===== src/verilog/qbp_pkg.sv =====
// qbp_pkg: shared constants for the quasi-bidirectional port block
package qbp_pkg;
    localparam int unsigned PORT_W     = 8;          // bits per port
    localparam int unsigned PORT_N     = 4;          // ports 0..3
    localparam int unsigned PINS_W     = 32;         // all pins, flat
    localparam int unsigned OSC_NS     = 50;         // one phase, ns
    localparam int unsigned CYCLE_NS   = 600;        // machine cycle, ns
    // phases per machine cycle, derived from times and clock rate
    localparam int unsigned MC_LEN     = CYCLE_NS / OSC_NS;
    localparam logic [3:0]  SLOT_LAST  = 4'(MC_LEN - 1);
    localparam logic [3:0]  SLOT_STATE1_PHASE1  = 4'h0;       // state1_phase1
    localparam logic [3:0]  SLOT_STATE1_PHASE2  = 4'h1;       // state1_phase2
    localparam logic [3:0]  SLOT_STATE6_PHASE2  = 4'hB;       // state6_phase2
    localparam logic [3:0]  SLOT_RST   = 4'h0;       // slot after reset
    localparam logic [7:0]  LATCH_RST  = 8'hFF;      // latch reset value
    localparam logic [31:0] ALL_ONES   = 32'hFFFFFFFF;
    localparam logic [1:0]  PORT_ZERO  = 2'h0;
    localparam logic [1:0]  PORT_ONE   = 2'h1;
    localparam logic [1:0]  PORT_TWO   = 2'h2;
    localparam logic [1:0]  PORT_THREE = 2'h3;
    // kind of latch write the core delivers
    typedef enum logic [1:0] {
        QBP_WR_BYTE = 2'b01,
        QBP_WR_BIT  = 2'b10
    } qbp_wr_kind_t;
endpackage


===== src/verilog/qbp_tick_if.sv =====
// qbp_tick_if: machine-cycle timing strobes passed to the port logic
`timescale 1ns/1ps
interface qbp_tick_if;
    logic phase1;      // high in every phase-1 period
    logic state1_phase1;        // one pulse in state1_phase1
    logic state1_phase2;        // one pulse in state1_phase2
    logic state6_phase2;        // one pulse in state6_phase2
    modport src (output phase1, output state1_phase1, output state1_phase2, output state6_phase2);
    modport dst (input phase1, input state1_phase1, input state1_phase2, input state6_phase2);
endinterface


===== src/verilog/qbp_timing.sv =====
// qbp_timing: twelve-phase machine-cycle counter and its strobes
`timescale 1ns/1ps
module qbp_timing
    import qbp_pkg::*;
(
    input  wire logic clk,
    input  wire logic nrst,
    qbp_tick_if.src   tick
);
    logic [3:0] slot;       // current phase within the machine cycle
    logic [3:0] next_slot;

    // advance one phase per clock, wrap after state 6 phase 2
    always_comb begin
        if (slot == SLOT_LAST) begin
            next_slot = SLOT_STATE1_PHASE1;
        end else begin
            next_slot = slot + 4'h1;
        end
    end

    always_ff @(posedge clk) begin
        if (!nrst) begin
            slot <= SLOT_RST;
        end else begin
            slot <= next_slot;
        end
    end

    // even slots are phase 1, odd slots phase 2
    assign tick.phase1 = ~slot[0];
    assign tick.state1_phase1   = (slot == SLOT_STATE1_PHASE1);
    assign tick.state1_phase2   = (slot == SLOT_STATE1_PHASE2);
    assign tick.state6_phase2   = (slot == SLOT_STATE6_PHASE2);
endmodule


===== src/verilog/qbp_port_top.sv =====
// qbp_port_top: four 8-bit port latches, drivers and read paths
//
// Contract
// - external access: port two kept, port zero ones
// - ports zero/two switch to address bus
// - port three latch one: pin follows alternate
// - port three pin level feeds alternate input
// - ports one to three pull up internally
// - port zero pull-up only emitting bus ones
// - port zero open drain as plain port
// - reset sets all latch bits to one
// - latch written at state six phase two
// - buffers sample latch in phase one only
// - rising latch gives two-phase strong pull-up
// - pulse sets keeper; low pin clears it
// - port two strong pull-up on address ones
// - rmw reads latch, other reads pin
// - destination port operands read the latch
// - bit writes rewrite whole byte from latch
// - port three latch zero forces pin low
// - short address: port two shows latch
`timescale 1ns/1ps
module qbp_port_top
    import qbp_pkg::*;
(
    input  wire logic                 clk,
    input  wire logic                 nrst,
    input  wire logic                 wr_en,
    input  wire qbp_pkg::qbp_wr_kind_t wr_kind,
    input  wire logic [1:0]           wr_port,
    input  wire logic [7:0]           wr_data,
    input  wire logic [2:0]           wr_bit,
    input  wire logic                 wr_bit_val,
    output      logic                 wr_ready,
    input  wire logic                 rd_en,
    input  wire logic [1:0]           rd_port,
    input  wire logic                 rd_latch,
    output      logic [7:0]           rd_data,
    input  wire logic                 ext_active,
    input  wire logic                 ext_addr16,
    input  wire logic [7:0]           ext_addr_hi,
    input  wire logic [7:0]           ext_ad_out,
    input  wire logic                 ext_ad_oe,
    output      logic [7:0]           ext_ad_in,
    input  wire logic [7:0]           alt_out,
    output      logic [7:0]           alt_in,
    input  wire logic [31:0]          pin_i,
    output      logic [31:0]          pin_o,
    output      logic [31:0]          pin_oe,
    output      logic [31:0]          pu_keep,
    output      logic [31:0]          pu_weak
);
    import qbp_pkg::*;

    // all 32-bit vectors below are flat: port p, bit b sits at 8*p+b,
    // so port zero is [7:0], port two [23:16] and port three [31:24];
    // one flat map keeps the per-pin driver logic free of port muxes
    qbp_tick_if tick ();                 // timing strobes

    logic [31:0] port_latch;             // the four port latches
    logic [31:0] next_port_latch;
    logic [31:0] out_buf;                // output buffer samples
    logic [31:0] next_out_buf;
    logic [31:0] rise_pulse;             // strong pull-up pulse per bit
    logic [31:0] next_rise_pulse;
    logic [31:0] keeper;                 // weak pull-up keeper latches
    logic [31:0] next_keeper;
    logic [31:0] pin_meta;               // synchroniser first stage
    logic [31:0] pin_sync;               // synchroniser second stage
    logic [7:0]  next_rd_data;
    logic [7:0]  next_alt_in;
    logic [7:0]  next_ext_ad_in;
    logic [7:0]  sel_byte;               // latch byte of wr_port
    logic [7:0]  mod_byte;               // byte after bit modify
    logic        bus_hi;                 // port two carries address
    logic [31:0] drive_low;              // nfet on per pin
    logic [31:0] drive_high;             // strong pull-up per pin

    // phase and state strobes come from the cycle counter;
    // this counter is the only divider: slower rates are one-clock
    // strobes, so every flop below runs on clk alone
    qbp_timing u_timing (
        .clk  (clk),
        .nrst (nrst),
        .tick (tick)
    );

    // the core may present a write at any time; it lands on state6_phase2.
    // the core must hold wr_en until this strobe, or the write is lost
    // (there is no queue: one write per machine cycle at most)
    assign wr_ready = tick.state6_phase2;

    // pin synchroniser: first stage feeds only the second stage;
    // it resets to ones so no false low clears a keeper after reset,
    // at the price of two clocks of lag on every pin read
    always_ff @(posedge clk) begin
        if (!nrst) begin
            pin_meta <= ALL_ONES;
            pin_sync <= ALL_ONES;
        end else begin
            pin_meta <= pin_i;
            pin_sync <= pin_meta;
        end
    end

    // latch update: core writes on state6_phase2, bus cycles overwrite port 0.
    // the modified byte is formed every cycle from the latch, never from
    // the pins, so a loaded pin cannot corrupt the untouched bits
    always_comb begin
        next_port_latch = port_latch;
        sel_byte        = port_latch[wr_port*8 +: 8];
        mod_byte        = sel_byte;
        mod_byte[wr_bit] = wr_bit_val;
        if (wr_en && tick.state6_phase2) begin
            unique case (wr_kind)
                QBP_WR_BYTE: begin
                    next_port_latch[wr_port*8 +: 8] = wr_data;
                end
                QBP_WR_BIT: begin
                    // whole byte goes back, only one bit differs
                    next_port_latch[wr_port*8 +: 8] = mod_byte;
                end
                default: begin
                    // illegal kind code: latch left as it is
                    next_port_latch = port_latch;
                end
            endcase
        end
        // bus cycle wins over a core write to port 0; port 2 untouched;
        // ones are forced on every clock of the access, so a core write
        // taken in the middle of it cannot leave a stale byte behind
        if (ext_active) begin
            next_port_latch[7:0] = LATCH_RST;
        end
    end

    always_ff @(posedge clk) begin
        if (!nrst) begin
            port_latch <= {PORT_N{LATCH_RST}};
        end else begin
            port_latch <= next_port_latch;
        end
    end

    // output buffers copy the latch in phase 1 and hold through phase 2;
    // the copy is taken at the edge ending each phase-1 period, so a
    // pin moves two clocks after the strobe; the pulse follows it
    always_comb begin
        next_out_buf    = out_buf;
        next_rise_pulse = rise_pulse;
        if (tick.phase1) begin
            next_out_buf = port_latch;
        end
        if (tick.state1_phase1) begin
            // rise seen when the new value first reaches the buffer;
            // port 0 has no pull-up, so it never pulses
            next_rise_pulse = port_latch & ~out_buf;
            next_rise_pulse[7:0] = 8'h00;
        end else if (!tick.state1_phase2) begin
            // pulse lasts exactly the state1_phase2 and state 2 phase 1 periods
            next_rise_pulse = 32'h00000000;
        end
    end

    always_ff @(posedge clk) begin
        if (!nrst) begin
            out_buf    <= {PORT_N{LATCH_RST}};
            rise_pulse <= 32'h00000000;
        end else begin
            out_buf    <= next_out_buf;
            rise_pulse <= next_rise_pulse;
        end
    end

    // keeper: set by the pulse, lost when the pin is seen low;
    // limitation: a low shorter than one clock may slip past the
    // synchroniser and leave the keeper on
    always_comb begin
        next_keeper = keeper;
        for (int i = 0; i < PINS_W; i++) begin
            if (rise_pulse[i]) begin
                // set wins over a low seen in the same cycle
                next_keeper[i] = 1'b1;
            end else if (!pin_sync[i]) begin
                next_keeper[i] = 1'b0;
            end
        end
        next_keeper[7:0] = 8'h00;  // port 0 has no keeper
    end

    // keepers start on: reset leaves latches high and pins pulled up
    always_ff @(posedge clk) begin
        if (!nrst) begin
            keeper <= {ALL_ONES[31:8], 8'h00};
        end else begin
            keeper <= next_keeper;
        end
    end

    // port two carries address only on 16-bit external accesses
    assign bus_hi = ext_active && ext_addr16;

    // per-pin driver choice: low nfet, strong high, or released
    always_comb begin
        drive_low  = ~out_buf;               // latch zero pulls down
        drive_high = rise_pulse;
        // port 0: open drain as a plain port, no pull-up
        drive_high[7:0] = 8'h00;
        if (ext_active) begin
            if (ext_ad_oe) begin
                // both fets follow the address/data byte
                drive_low[7:0]  = ~ext_ad_out;
                drive_high[7:0] = ext_ad_out;
            end else begin
                // read phase: port 0 floats to accept data
                drive_low[7:0]  = 8'h00;
            end
        end
        if (bus_hi) begin
            // strong pull-up held for every address one bit
            // port two is bits 23:16; its latch stays out of the way
            drive_low[23:16]  = ~ext_addr_hi;
            drive_high[23:16] = ext_addr_hi;
        end
        // port 3: a latch one hands the pin to the alternate output,
        // a latch zero holds the pin low whatever it asks;
        // like the port bits, a one only releases the nfet and lets
        // the pull-ups raise the pin
        for (int b = 0; b < PORT_W; b++) begin
            if (out_buf[24 + b]) begin
                drive_low[24 + b] = ~alt_out[b];
            end else begin
                drive_low[24 + b] = 1'b1;
            end
        end
    end

    // pin outputs: a driven pin carries its level, else released
    always_comb begin
        pin_oe = drive_low | (drive_high & ~drive_low);
        pin_o  = drive_high & ~drive_low;
    end

    // keeper and very weak pull-ups on ports 1..3, never on port 0;
    // the keeper is cut while the nfet pulls the pin down, so the pull-up
    // never fights the driver and draws no static current
    always_comb begin
        pu_keep = keeper & ~drive_low;
        pu_weak = ~drive_low;
        pu_weak[7:0] = 8'h00;
        pu_keep[7:0] = 8'h00;
    end

    // read path: rmw reads the latch, other reads the synced pin;
    // a two-bit port code covers all four ports, so no read can miss
    always_comb begin
        next_rd_data = rd_data;
        if (rd_en) begin
            if (rd_latch) begin
                next_rd_data = port_latch[rd_port*8 +: 8];
            end else begin
                next_rd_data = pin_sync[rd_port*8 +: 8];
            end
        end
        // alternate inputs always see the real port 3 level
        next_alt_in    = pin_sync[31:24];
        next_ext_ad_in = pin_sync[7:0];
    end

    // read results held until the next read request; the core reads
    // rd_data one clock after rd_en, pin reads two clocks staler
    always_ff @(posedge clk) begin
        if (!nrst) begin
            rd_data   <= 8'h00;
            alt_in    <= 8'hFF;
            ext_ad_in <= 8'hFF;
        end else begin
            rd_data   <= next_rd_data;
            alt_in    <= next_alt_in;
            ext_ad_in <= next_ext_ad_in;
        end
    end
endmodule


===== config.mk =====
export PLATFORM = sky130hd
export DESIGN_NAME = qbp_port_top
export DESIGN_NICKNAME = d
export VERILOG_FILES = /design/src/verilog/qbp_pkg.sv /design/src/verilog/qbp_tick_if.sv /design/src/verilog/qbp_timing.sv /design/src/verilog/qbp_port_top.sv
export SDC_FILE = /design/constraint.sdc
export NUM_CORES = 1
export LEC_CHECK = 0
export ABC_CLOCK_PERIOD_IN_PS = 3200
export BUFFER_PORTS_ARGS = -buffer_cell sky130_fd_sc_hd__buf_2
export CORE_MARGIN = 2
export CORE_UTILIZATION = 46
export CTS_CLUSTER_DIAMETER = 40
export DETAILED_ROUTE_END_ITERATION = 7
export PLACE_DENSITY = 0.72
export SYNTH_ARGS = -nofsm -noshare
export SYNTH_HDL_FRONTEND = slang
export SYNTH_SLANG_ARGS = --single-unit

===== constraint.sdc =====
create_clock -name clk -period 3.2 [get_ports clk]
set_clock_uncertainty 0.05 [all_clocks]
set_input_delay 0.16 -clock clk [delete_from_list [all_inputs] [get_ports clk]]
set_output_delay 0.16 -clock clk [all_outputs]
set_load 0.03 [all_outputs]

==> metrics.md, run 1 <==
| Metric | Value |
|---|---|
| Status | `complete, no violations` |
| Hold Path Depth | `2` |
| Most common cell after layout, fill and taps aside | `buf_2` |
| GPL Wtd Cong | `0.934` |
| Critical path data required time | `3580 ps` |
| Synth top area share | `48.9%` |
| First-pass detailed-route iteration total | `5` |
| Post-DRT Antenna Nets | `0` |
| Mapped Area | `8360 um2` |
| Setup TNS | `0 ps` |
| Longest Clk Path Bufs | `3` |
| # fillers | `1563` |
| Die X | `139 um` |
| Critical path arrival | `2700 ps` |
| HP Class | `input pin to register` |
| Initial core utilization | `46.7%` |
| Critical path fanouts, max | `9` |
| FP Rows | `49` |
| Die height | `139 um` |
| R2R cell count | `5` |
| Final setup fails | `0` |
| FF-to-FF setup slack | `880 ps` |
| Htree depth | `1` |
| GRT Total Usage | `23.2%` |
| CTS tree | `yes` |
| Seq. cell area | `4090 um2` |
| Via-to-Cell Ratio | `5.18` |
| CTS sink cnt | `204` |
| Ys Warns | `0` |
| Unrepaired setup endpoints after global routing | `false` |
| Clock Latency Late Sink | `520 ps` |
| Area Overhead vs Synth | `27.8%` |
| Highest-count cells in the layout ignoring fill and taps | `buf_2 (217), dfxtp_1 (203), nand2b_1 (97), nand2_1 (77), inv_1 (58)` |
| Sequential-to-total area share from yosys stat | `48.9%` |
| Number of global-route vias before repair | `6301` |
| Num CTS Buffers | `27` |
| Final Max Tran Viols | `0` |
| Routed len/inst | `17.5 um` |
| Core area | `17900 um2` |
| Root Buffer Master | `clkbuf_16` |
| Post-DP HPWL | `16500 um` |
| Min Tclk post-route | `2320 ps` |
| Post-synthesis cell type count | `36` |
| Max Cap Viol | `0` |
| Fin util | `59.7%` |
| Largest net degree at the start of global routing | `97` |
| CTS clk-pin slew, worst paths | `60 ps` |
| Area leader, netlist | `dfxtp_1` |
| Static Leak | `5.01 nW` |
| GR Overflow Total | `0` |
| Crit start category | `register` |
| CP Class | `register to register` |
| Die Area | `19300 um2` |
| Port Buffers | `218` |
| Relative slew slack | `49.3%` |
| First-pass GRT wire length | `35500 um` |
| Final design instance area without fill | `10700 um2` |
| Cell count after synthesis | `850` |
| # diodes | `0` |
| Initial DRC Count | `527` |
| Drc violations | `0` |
| IO Pins | `235` |
| Final WL | `23200 um` |
| Placed inst area | `9460 um2` |
| Final hold violation count | `0` |
| VDD IR max | `0.000515 V` |
| Slew of the pin with the lowest slew margin | `756 ps` |
| Nets | `1164` |
| PD cells | `603 nW/um2` |
| FF+latch count, synth | `204` |
| Synth top area cells | `dfxtp_1 (49%), nand2b_1 (7.3%), mux4_2 (6.5%)` |
| Hold Slack | `11.8 ps` |
| Average size of a mapped cell | `9.83 um2` |
| F_max | `430 MHz` |
| Final Cycle Share | `72.6%` |
| Share of cells above drive strength 1 | `27.5%` |
| Initial antenna violation count | `0` |
| Footprint of the multi-input gates | `3720 um2` |
| CP endpoint kind | `register` |
| Vias | `6853` |
-- metal layers --
metal | track usage, % | wire length [um] | vias to the layer above
met5 | 0 | 0 | -
met4 | 6.65 | 524 | 0
met3 | 4.49 | 1820 | 36
met2 | 35.8 | 10300 | 297
met1 | 33.4 | 10600 | 3174
li1 | - | - | 3346
-- sequential cells by signal, indices dropped and copies added (netlist names) --
signal and flops:
ext_ad_in 8, keeper 24, port_latch 32, rise_pulse 24, pin_sync 32, rd_data 8, pin_meta 32, out_buf 32
u_timing.slot 4, alt_in 8
-- metrics by stage --
stage / setup slack (ps) / std cells / total power (W)
2_1_floorplan: 940 / 865 / 0.00331
3_3_place_gp: 939 / 1241 / 0.00352
3_5_place_dp: 879 / 1241 / 0.00353
4_1_cts: 919 / 1322 / 0.00646
5_1_grt: 755 / 1322 / 0.00665
6_report: 876 / 1322 / 0.00644
-- critical path, cell delays in order, from the launching register on --
cell,delay (ps)
dfxtp_1,350
ha_1,230
and4bb_1,330
and3_1,390
or4b_1,640
o221ai_1,240
-- cell type report --
| class | count | share of cell area, % |
|---|---|---|
| sequential | 204 | 38.2 |
| clock buffer | 31 | 6.65 |
| clock inverter | 17 | 1.65 |
| multi-input combinational | 525 | 34.9 |
| tap | 229 | 2.68 |
| timing repair buffer | 258 | 13.9 |
| inverter | 58 | 2.04 |
-- cells in the mapped netlist --
cell,instances
a21oi_1,18
nand2_1,77
o221ai_1,24
a31oi_1,3
buf_4,25
nand2b_1,97
clkbuf_1,43
ha_1,8
o211ai_1,24
a32oi_1,24
o21ai_0,32
nor2b_1,26
nand3b_1,27
conb_1,1
o21a_1,1
xnor2_1,1
o22ai_1,3
dfxtp_1,204
mux2i_1,21
o32ai_1,1
nor3b_1,4
nor2_1,2
and3_1,29
buf_2,4
buf_1,6
mux2_2,4
or3_1,9
and4bb_1,1
mux4_2,24
nor4b_1,1
or4b_1,1
and2_1,34
inv_1,58
nand3_1,11
nor3_1,1
nand4b_1,1
-- cells by family after synthesis --
kind of cell,Yosys count,synth area share [%]
other,1,0.0449
AND/OR/NAND/NOR,321,22.1
XOR/XNOR,1,0.105
AO/OA/AOI/OAI,130,10.8
adder cells (fa/ha/maj),8,1.20
multiplexers,49,9.52
buffers and inverters,136,7.29
flip-flops,204,48.9
-- repair_timing --
item | 4_1_cts | 5_1_grt
endpoints found under the setup margin | 0 | 0
gates resized for setup | 0 | 0
endpoints found under the hold margin | 40 | 0
hold buffers | 33 | 0
buffers inserted | 0 | 0
-- final timing paths --
path	startpoint	end
worst min-delay path	nrst	pin_meta[30]
worst max-delay path	u_timing.slot[1]	port_latch[31]
worst max register to register	u_timing.slot[1]	port_latch[31]
worst min register to register	pin_meta[28]	pin_sync[28]
-- power breakdown --
group / total, W / switching [W] / internal [W]
logic: 0.000808 / 0.000520 / 0.000288
registers: 0.00271 / 0.0000690 / 0.00264
clock network: 0.00292 / 0.00115 / 0.00177
total: 0.00644 / 0.00174 / 0.00470
Power figures use the tool's default switching activity.
==> run 2, diff against run 1 <==
- ABC_CLOCK_PERIOD_IN_PS: 3200 -> 2300
- clock period: 3.2 -> 2.3 ns (I/O delays scaled with it)
==> run 2 against run 1 <==
  * Combinational power up 40%
  * Wire length grew 1.1%
  * Worst setup slack got worse by 670 ps
  * Final area is 2.2% higher
  * Hold slack improved by 24 ps
  * Die area unchanged
  * Cell count grew 1.1%
==> metrics.md, run 2 (same netlist as run 1, synthesis figures left out) <==
| Metric | Value |
|---|---|
| Critical path arrival | `2480 ps (-220 ps)` |
| Critical path's top delay family | `simple AND/OR/NAND/NOR gates` |
| Htree depth | `1 (unchanged)` |
| Hold Path Depth | `3 (+1)` |
| HP Class | `input pin to register` |
| Final hold violation count | `0 (unchanged)` |
| Post-DP HPWL | `16900 um (+2.0%)` |
| Final WL | `23400 um (+1.1%)` |
| Port Buffers | `218 (unchanged)` |
| Slew of the pin with the lowest slew margin | `682 ps (-74.0 ps)` |
| Most common cell after layout, fill and taps aside | `buf_2` |
| Final Cycle Share | `91.0% (+18 points)` |
| Routed len/inst | `17.5 um (about the same)` |
| Setup TNS | `0 ps (unchanged)` |
| Via-to-Cell Ratio | `5.18 (-0.14%)` |
| Number of gates resized after CTS | `0 (unchanged)` |
| Die Area | `19300 um2 (unchanged)` |
| Core area | `17900 um2 (unchanged)` |
| CTS clk-pin slew, worst paths | `50 ps (about the same)` |
| Die height | `139 um (unchanged)` |
| Final Max Tran Viols | `0 (unchanged)` |
| Area Overhead vs Synth | `30.6%` |
| Initial DRC Count | `615 (+17%)` |
| GPL Wtd Cong | `0.900 (-3.7%)` |
| Cells after DPL | `1248 (+0.56%)` |
| CP Class | `register to register` |
| F_max | `478 MHz (+11%)` |
| Vias | `6921 (+0.99%)` |
| Non-Filler Instances | `1337 (+1.1%)` |
| Critical path data required time | `2680 ps (-900 ps)` |
| CP peak stage delay | `640 ps (about the same)` |
| Drc violations | `0 (unchanged)` |
| First-pass detailed-route iteration total | `5 (unchanged)` |
| Sw frac | `26.6% (-0.43 points)` |
| CP bufs+invs | `0 (unchanged)` |
| RR Endpoint | `port_latch[28]` |
| Final setup fails | `0 (unchanged)` |
| Status | `complete, no violations` |
| Initial core utilization | `46.7% (unchanged)` |
| FF-to-FF setup slack | `210 ps (-670 ps)` |
| Critical path fanouts, max | `8 (-1)` |
| Initial antenna violation count | `2 (+2)` |
| CTS sink cnt | `204 (unchanged)` |
| Clock Latency Late Sink | `520 ps (about the same)` |
| Setup bufs post-CTS | `0 (unchanged)` |
| Number of global-route vias before repair | `6515 (+3.4%)` |
| Share of cells above drive strength 1 | `28.1% (+0.56 points)` |
| Sequential Power Share | `39.8% (-2.2 points)` |
| Longest Clk Path Bufs | `3 (unchanged)` |
| Static Leak | `5.12 nW (+2.2%)` |
| Gate power share | `12.0% (-0.5 points)` |
| Num CTS Buffers | `28 (+3.7%)` |
| Unrepaired setup endpoints after global routing | `false` |
| P_int | `0.00695 W (+48%)` |
| Sequence of cells on the critical path | `ha_1, and4bb_1, and3_1, or4b_1, o221ai_1` |
| Worst Hold Launch | `wr_data[1]` |
| RR Startpoint | `u_timing.slot[0]` |
| FP Rows | `49 (unchanged)` |
| Switching Power | `0.00252 W (+45%)` |
| Highest-count cells in the layout ignoring fill and taps | `buf_2 (217), dfxtp_1 (203), nand2b_1 (97), nand2_1 (77), inv_1 (58)` |
| Relative slew slack | `54.5% (+5.2 points)` |
| Root Buffer Master | `clkbuf_16` |
| VDD IR max | `0.000664 V (+29%)` |
| Largest net degree at the start of global routing | `108 (+11%)` |
| Max Cap Viol | `0 (unchanged)` |
| CP endpoint kind | `register` |
| GRT Total Usage | `23.7% (+0.51 points)` |
| Die X | `139 um (unchanged)` |
| GR Overflow Total | `0 (unchanged)` |
| WHS Endpoint | `port_latch[1]` |
| Nets | `1176 (+1.0%)` |
| Crit start category | `register` |
| Min Tclk post-route | `2090 ps (-230 ps)` |
| Clock network power share | `48.3% (+2.9 points)` |
| Post-DRT Antenna Nets | `0 (unchanged)` |
| PD cells | `868 nW/um2 (+44%)` |
| CTS tree | `yes` |
| R2R cell count | `5 (unchanged)` |
| Crit-path slowest cell | `or4b_1` |
| IO Pins | `235 (unchanged)` |
| First-pass GRT wire length | `36400 um (+2.5%)` |
-- run 2: power groups by stage --
stage | sequential (W) | clock, W | combinational (W)
detailed placement | 0.00384 | 0 | 0.00109
global placement | 0.00384 | 0 | 0.00107
floorplan | 0.00383 | 0 | 0.000768
finish | 0.00377 | 0.00457 | 0.00113
CTS | 0.00376 | 0.00464 | 0.00114
global route | 0.00378 | 0.00480 | 0.00122
-- run 2: worst max-delay path by stage --
stage,from,cells after the start,to,slack (ps)
floorplan,u_timing.slot[0],7,rise_pulse[12],40
global placement,wr_kind[0],7,port_latch[29],280
detailed placement,wr_kind[0],7,port_latch[28],250
CTS,u_timing.slot[0],5,port_latch[28],230
global route,u_timing.slot[0],5,port_latch[28],90
finish,u_timing.slot[0],5,port_latch[28],210
-- run 2: stage by stage --
step                power (W)  hold WS (ps)  area (um2)  worst slack, ps  util [%]
global route          0.00980          61.5       10900             85.1      61.0
CTS                   0.00954          15.3       10900              229      61.0
finish                0.00947          35.8       10900              207      61.0
global placement      0.00491           246        9530              275      53.2
detailed placement    0.00492           248        9530              253      53.2
floorplan             0.00460           166        8410             40.0         -
-- run 2: per-layer routing --
layer | vias to the layer above | track usage (%) | share of wire, %
met4 | 0 | 5.37 | 1.7
met1 | 3232 | 32.2 | 44
met2 | 289 | 38.9 | 46
li1 | 3369 | - | -
met5 | - | 0 | 0
met3 | 31 | 5.35 | 8.4
-- run 2: worst min-delay path: stages --
cell and delay (ps):
buf_2 110, mux2i_1 170, o21ai_0 170
-- run 2: final cells by class --
class,count,area [um2]
diodes,1,2.50
clock buffers,33,761
clock inverters,18,251
fillers,1499,6990
inverters,58,218
multi-input cells,525,3720
flip-flops and latches,204,4090
well taps,229,287
repair buffers,269,1590
-- run 2: timing repair --
action / 4_1_cts / 5_1_grt
hold buffers: 37 / 0
endpoints found under the hold margin: 100 / 0
endpoints found under the setup margin: 0 / 0
==> run 3, diff against run 2 <==
- CELL_PAD_IN_SITES_DETAIL_PLACEMENT: not set -> 2
- CELL_PAD_IN_SITES_GLOBAL_PLACEMENT: not set -> 2
- CORE_UTILIZATION: 46 -> 31
- PLACE_DENSITY: 0.72 -> not set
- PLACE_DENSITY_LB_ADDON: not set -> 0.1
- RECOVER_POWER: not set -> 25
==> run 3 against run 2 <==
  * Clock power about the same
  * Cell count increased by 10%
  * Fmax increased by 3.5%
  * Largest power group unchanged
  * Hold slack improved by 33 ps
  * Sequential cell count unchanged
  * Combinational power increased by 6%
  * Sequential power about the same
  * Final area increased by 2.8%
  * Wire length increased by 31%
  * Critical path depth unchanged
  * Count of clock-buffer cells in the layout increased by 1
==> metrics.md, run 3 (same netlist as run 1, synthesis figures left out) <==
| Metric | Value |
|---|---|
| Number of global-route vias before repair | `7717 (+18%)` |
| Critical path's top delay family | `simple AND/OR/NAND/NOR gates` |
| Sw frac | `28.0% (+1.5 points)` |
| Critical path data required time | `2690 ps (about the same)` |
| Die height | `168 um (+21%)` |
| Static Leak | `5.16 nW (+0.79%)` |
| Core area | `26700 um2 (+49%)` |
| Final WL | `30600 um (+31%)` |
| GR Overflow Total | `0 (unchanged)` |
| Final hold violation count | `0 (unchanged)` |
| Largest net degree at the start of global routing | `143 (+32%)` |
| Setup bufs post-CTS | `0 (unchanged)` |
| CTS sink cnt | `204 (unchanged)` |
| Crit start category | `register` |
| Root Buffer Master | `clkbuf_16` |
| Status | `complete, no violations` |
| Area Overhead vs Synth | `34.2%` |
| Post-DRT Antenna Nets | `0 (unchanged)` |
| Initial DRC Count | `331 (-46%)` |
| Most common cell after layout, fill and taps aside | `buf_2` |
| Clock Latency Late Sink | `550 ps (+30 ps)` |
| Final setup fails | `0 (unchanged)` |
| Initial antenna violation count | `3 (+1)` |
| Critical path fanouts, max | `8 (unchanged)` |
| P_int | `0.00689 W (-0.95%)` |
| Crit path from | `u_timing.slot[0]` |
| Crit-path slowest cell | `nand4b_1` |
| Critical path arrival | `2420 ps (-60 ps)` |
| GRT Total Usage | `21.5% (-2.2 points)` |
| Via-to-Cell Ratio | `4.93 (-4.8%)` |
| Highest-count cells in the layout ignoring fill and taps | `buf_2 (209), dfxtp_1 (203), nand2b_1 (97), nand2_1 (77), inv_1 (58)` |
| Min Tclk post-route | `2020 ps (-71.3 ps)` |
| First-pass GRT wire length | `46900 um (+29%)` |
| Clock network power share | `48.0% (-0.3 points)` |
| Vias | `7263 (+4.9%)` |
| Drc violations | `0 (unchanged)` |
| Max Cap Viol | `0 (unchanged)` |
| IO Pins | `235 (unchanged)` |
| PD cells | `853 nW/um2 (-1.7%)` |
| Final Cycle Share | `87.9% (-3.1 points)` |
| Final Max Tran Viols | `0 (unchanged)` |
| FP Rows | `60 (+22%)` |
| Sequential Power Share | `39.5% (-0.3 points)` |
| Die Area | `28300 um2 (+47%)` |
| Nets | `1196 (+1.7%)` |
| Share of cells above drive strength 1 | `28.1% (about the same)` |
| CTS tree | `yes` |
| Port Buffers | `218 (unchanged)` |
| Longest Clk Path Bufs | `3 (unchanged)` |
| RR Startpoint | `u_timing.slot[0]` |
| Relative slew slack | `46.9% (-7.6 points)` |
| Sequence of cells on the critical path | `ha_1, and4bb_1, and3_1, nand4b_1, o221ai_1` |
| CP peak stage delay | `440 ps (-200 ps)` |
| HP Class | `input pin to register` |
| Num CTS Buffers | `31 (+11%)` |
| Initial core utilization | `31.3% (-15 points)` |
| CP endpoint kind | `register` |
| CP bufs+invs | `0 (unchanged)` |
| Post-DP HPWL | `21700 um (+29%)` |
| Htree depth | `1 (unchanged)` |
| First-pass detailed-route iteration total | `4 (-1)` |
| CP Class | `register to register` |
| Slew of the pin with the lowest slew margin | `796 ps (+114 ps)` |
| Setup TNS | `0 ps (unchanged)` |
| CTS clk-pin slew, worst paths | `60 ps (about the same)` |
| Routed len/inst | `20.8 um (+18%)` |
| Worst Hold Launch | `wr_data[7]` |
| F_max | `495 MHz (+3.5%)` |
| GPL Wtd Cong | `0.852 (-5.3%)` |
| Die X | `168 um (+21%)` |
| Gate power share | `12.5% (+0.5 points)` |
| Switching Power | `0.00268 W (+6.6%)` |
| VDD IR max | `0.000529 V (-20%)` |
| Fin util | `42.0% (-19 points)` |
| Unrepaired setup endpoints after global routing | `false` |
-- run 3: cell count changes in the layout (fill, tap and decap cells not counted), moves of 2 or more --
cell and delta:
dlygate4sd3_1 +11, bufinv_16 -2, inv_8 -4, clkbuf_1 +7, buf_2 -8, clkinvlp_4 +2, clkbuf_16 +2, buf_4 +5
clkinv_4 +4, clkinv_2 +6
-- run 3: worst paths after layout --
| kind | to | slack (ps) | depth (start not counted) |
|---|---|---|---|
| setup / recovery | port_latch[9] | 280 | 5 |
| hold / removal | port_latch[7] | 70 | 5 |
| setup reg to reg | port_latch[9] | 280 | 5 |
| hold reg to reg | pin_sync[27] | 360 | 1 |
-- run 3: power by group through the flow --
stage	Sequential (W)	Clock [W]	Combinational, W
after floorplan	0.00383	0	0.000768
after global placement	0.00385	0	0.00112
after detailed placement	0.00385	0	0.00114
after CTS	0.00378	0.00469	0.00121
after global routing	0.00379	0.00486	0.00130
final	0.00378	0.00459	0.00120
-- run 3: final cells by class --
type                       count  area, um2
fill                        2951      15500
sequential                   204       4090
multi-input combinational    525       3730
timing repair buffer         286       1730
clock buffer                  34        807
tap                          341        427
clock inverter                24        219
inverter                      58        218
antenna                        2       5.00
-- run 3: metal layers --
layer	routed length, um	track usage (%)
met5	13	0
met4	322	4.20
met3	2170	4.91
met2	14300	35.9
met1	13800	28.8
-- run 3: metrics by stage --
| stage | std cells | instance area, um2 | power, W | setup slack [ps] | hold WS [ps] |
|---|---|---|---|---|---|
| 2_1_floorplan | 865 | 8410 | 0.00460 | 40.0 | 166 |
| 3_3_place_gp | 1366 | 9710 | 0.00497 | 241 | 244 |
| 3_5_place_dp | 1366 | 9710 | 0.00499 | 174 | 251 |
| 4_1_cts | 1472 | 11200 | 0.00968 | 158 | 34.0 |
| 5_1_grt | 1472 | 11200 | 0.00995 | 45.6 | 107 |
| 6_report | 1474 | 11200 | 0.00957 | 278 | 69.0 |
-- run 3: worst reg2reg max path: stages, from the launching register on --
cell and delay (ps):
dfxtp_2 350, ha_1 220, and4bb_1 280, and3_1 200, nand4b_1 440, o221ai_1 370
-- run 3: timing repair --
action | 4_1_cts | 5_1_grt
hold buffers | 48 | 0
hold endpoints to repair | 59 | 0
resized for setup | 0 | 1
setup endpoints to repair | 0 | 1
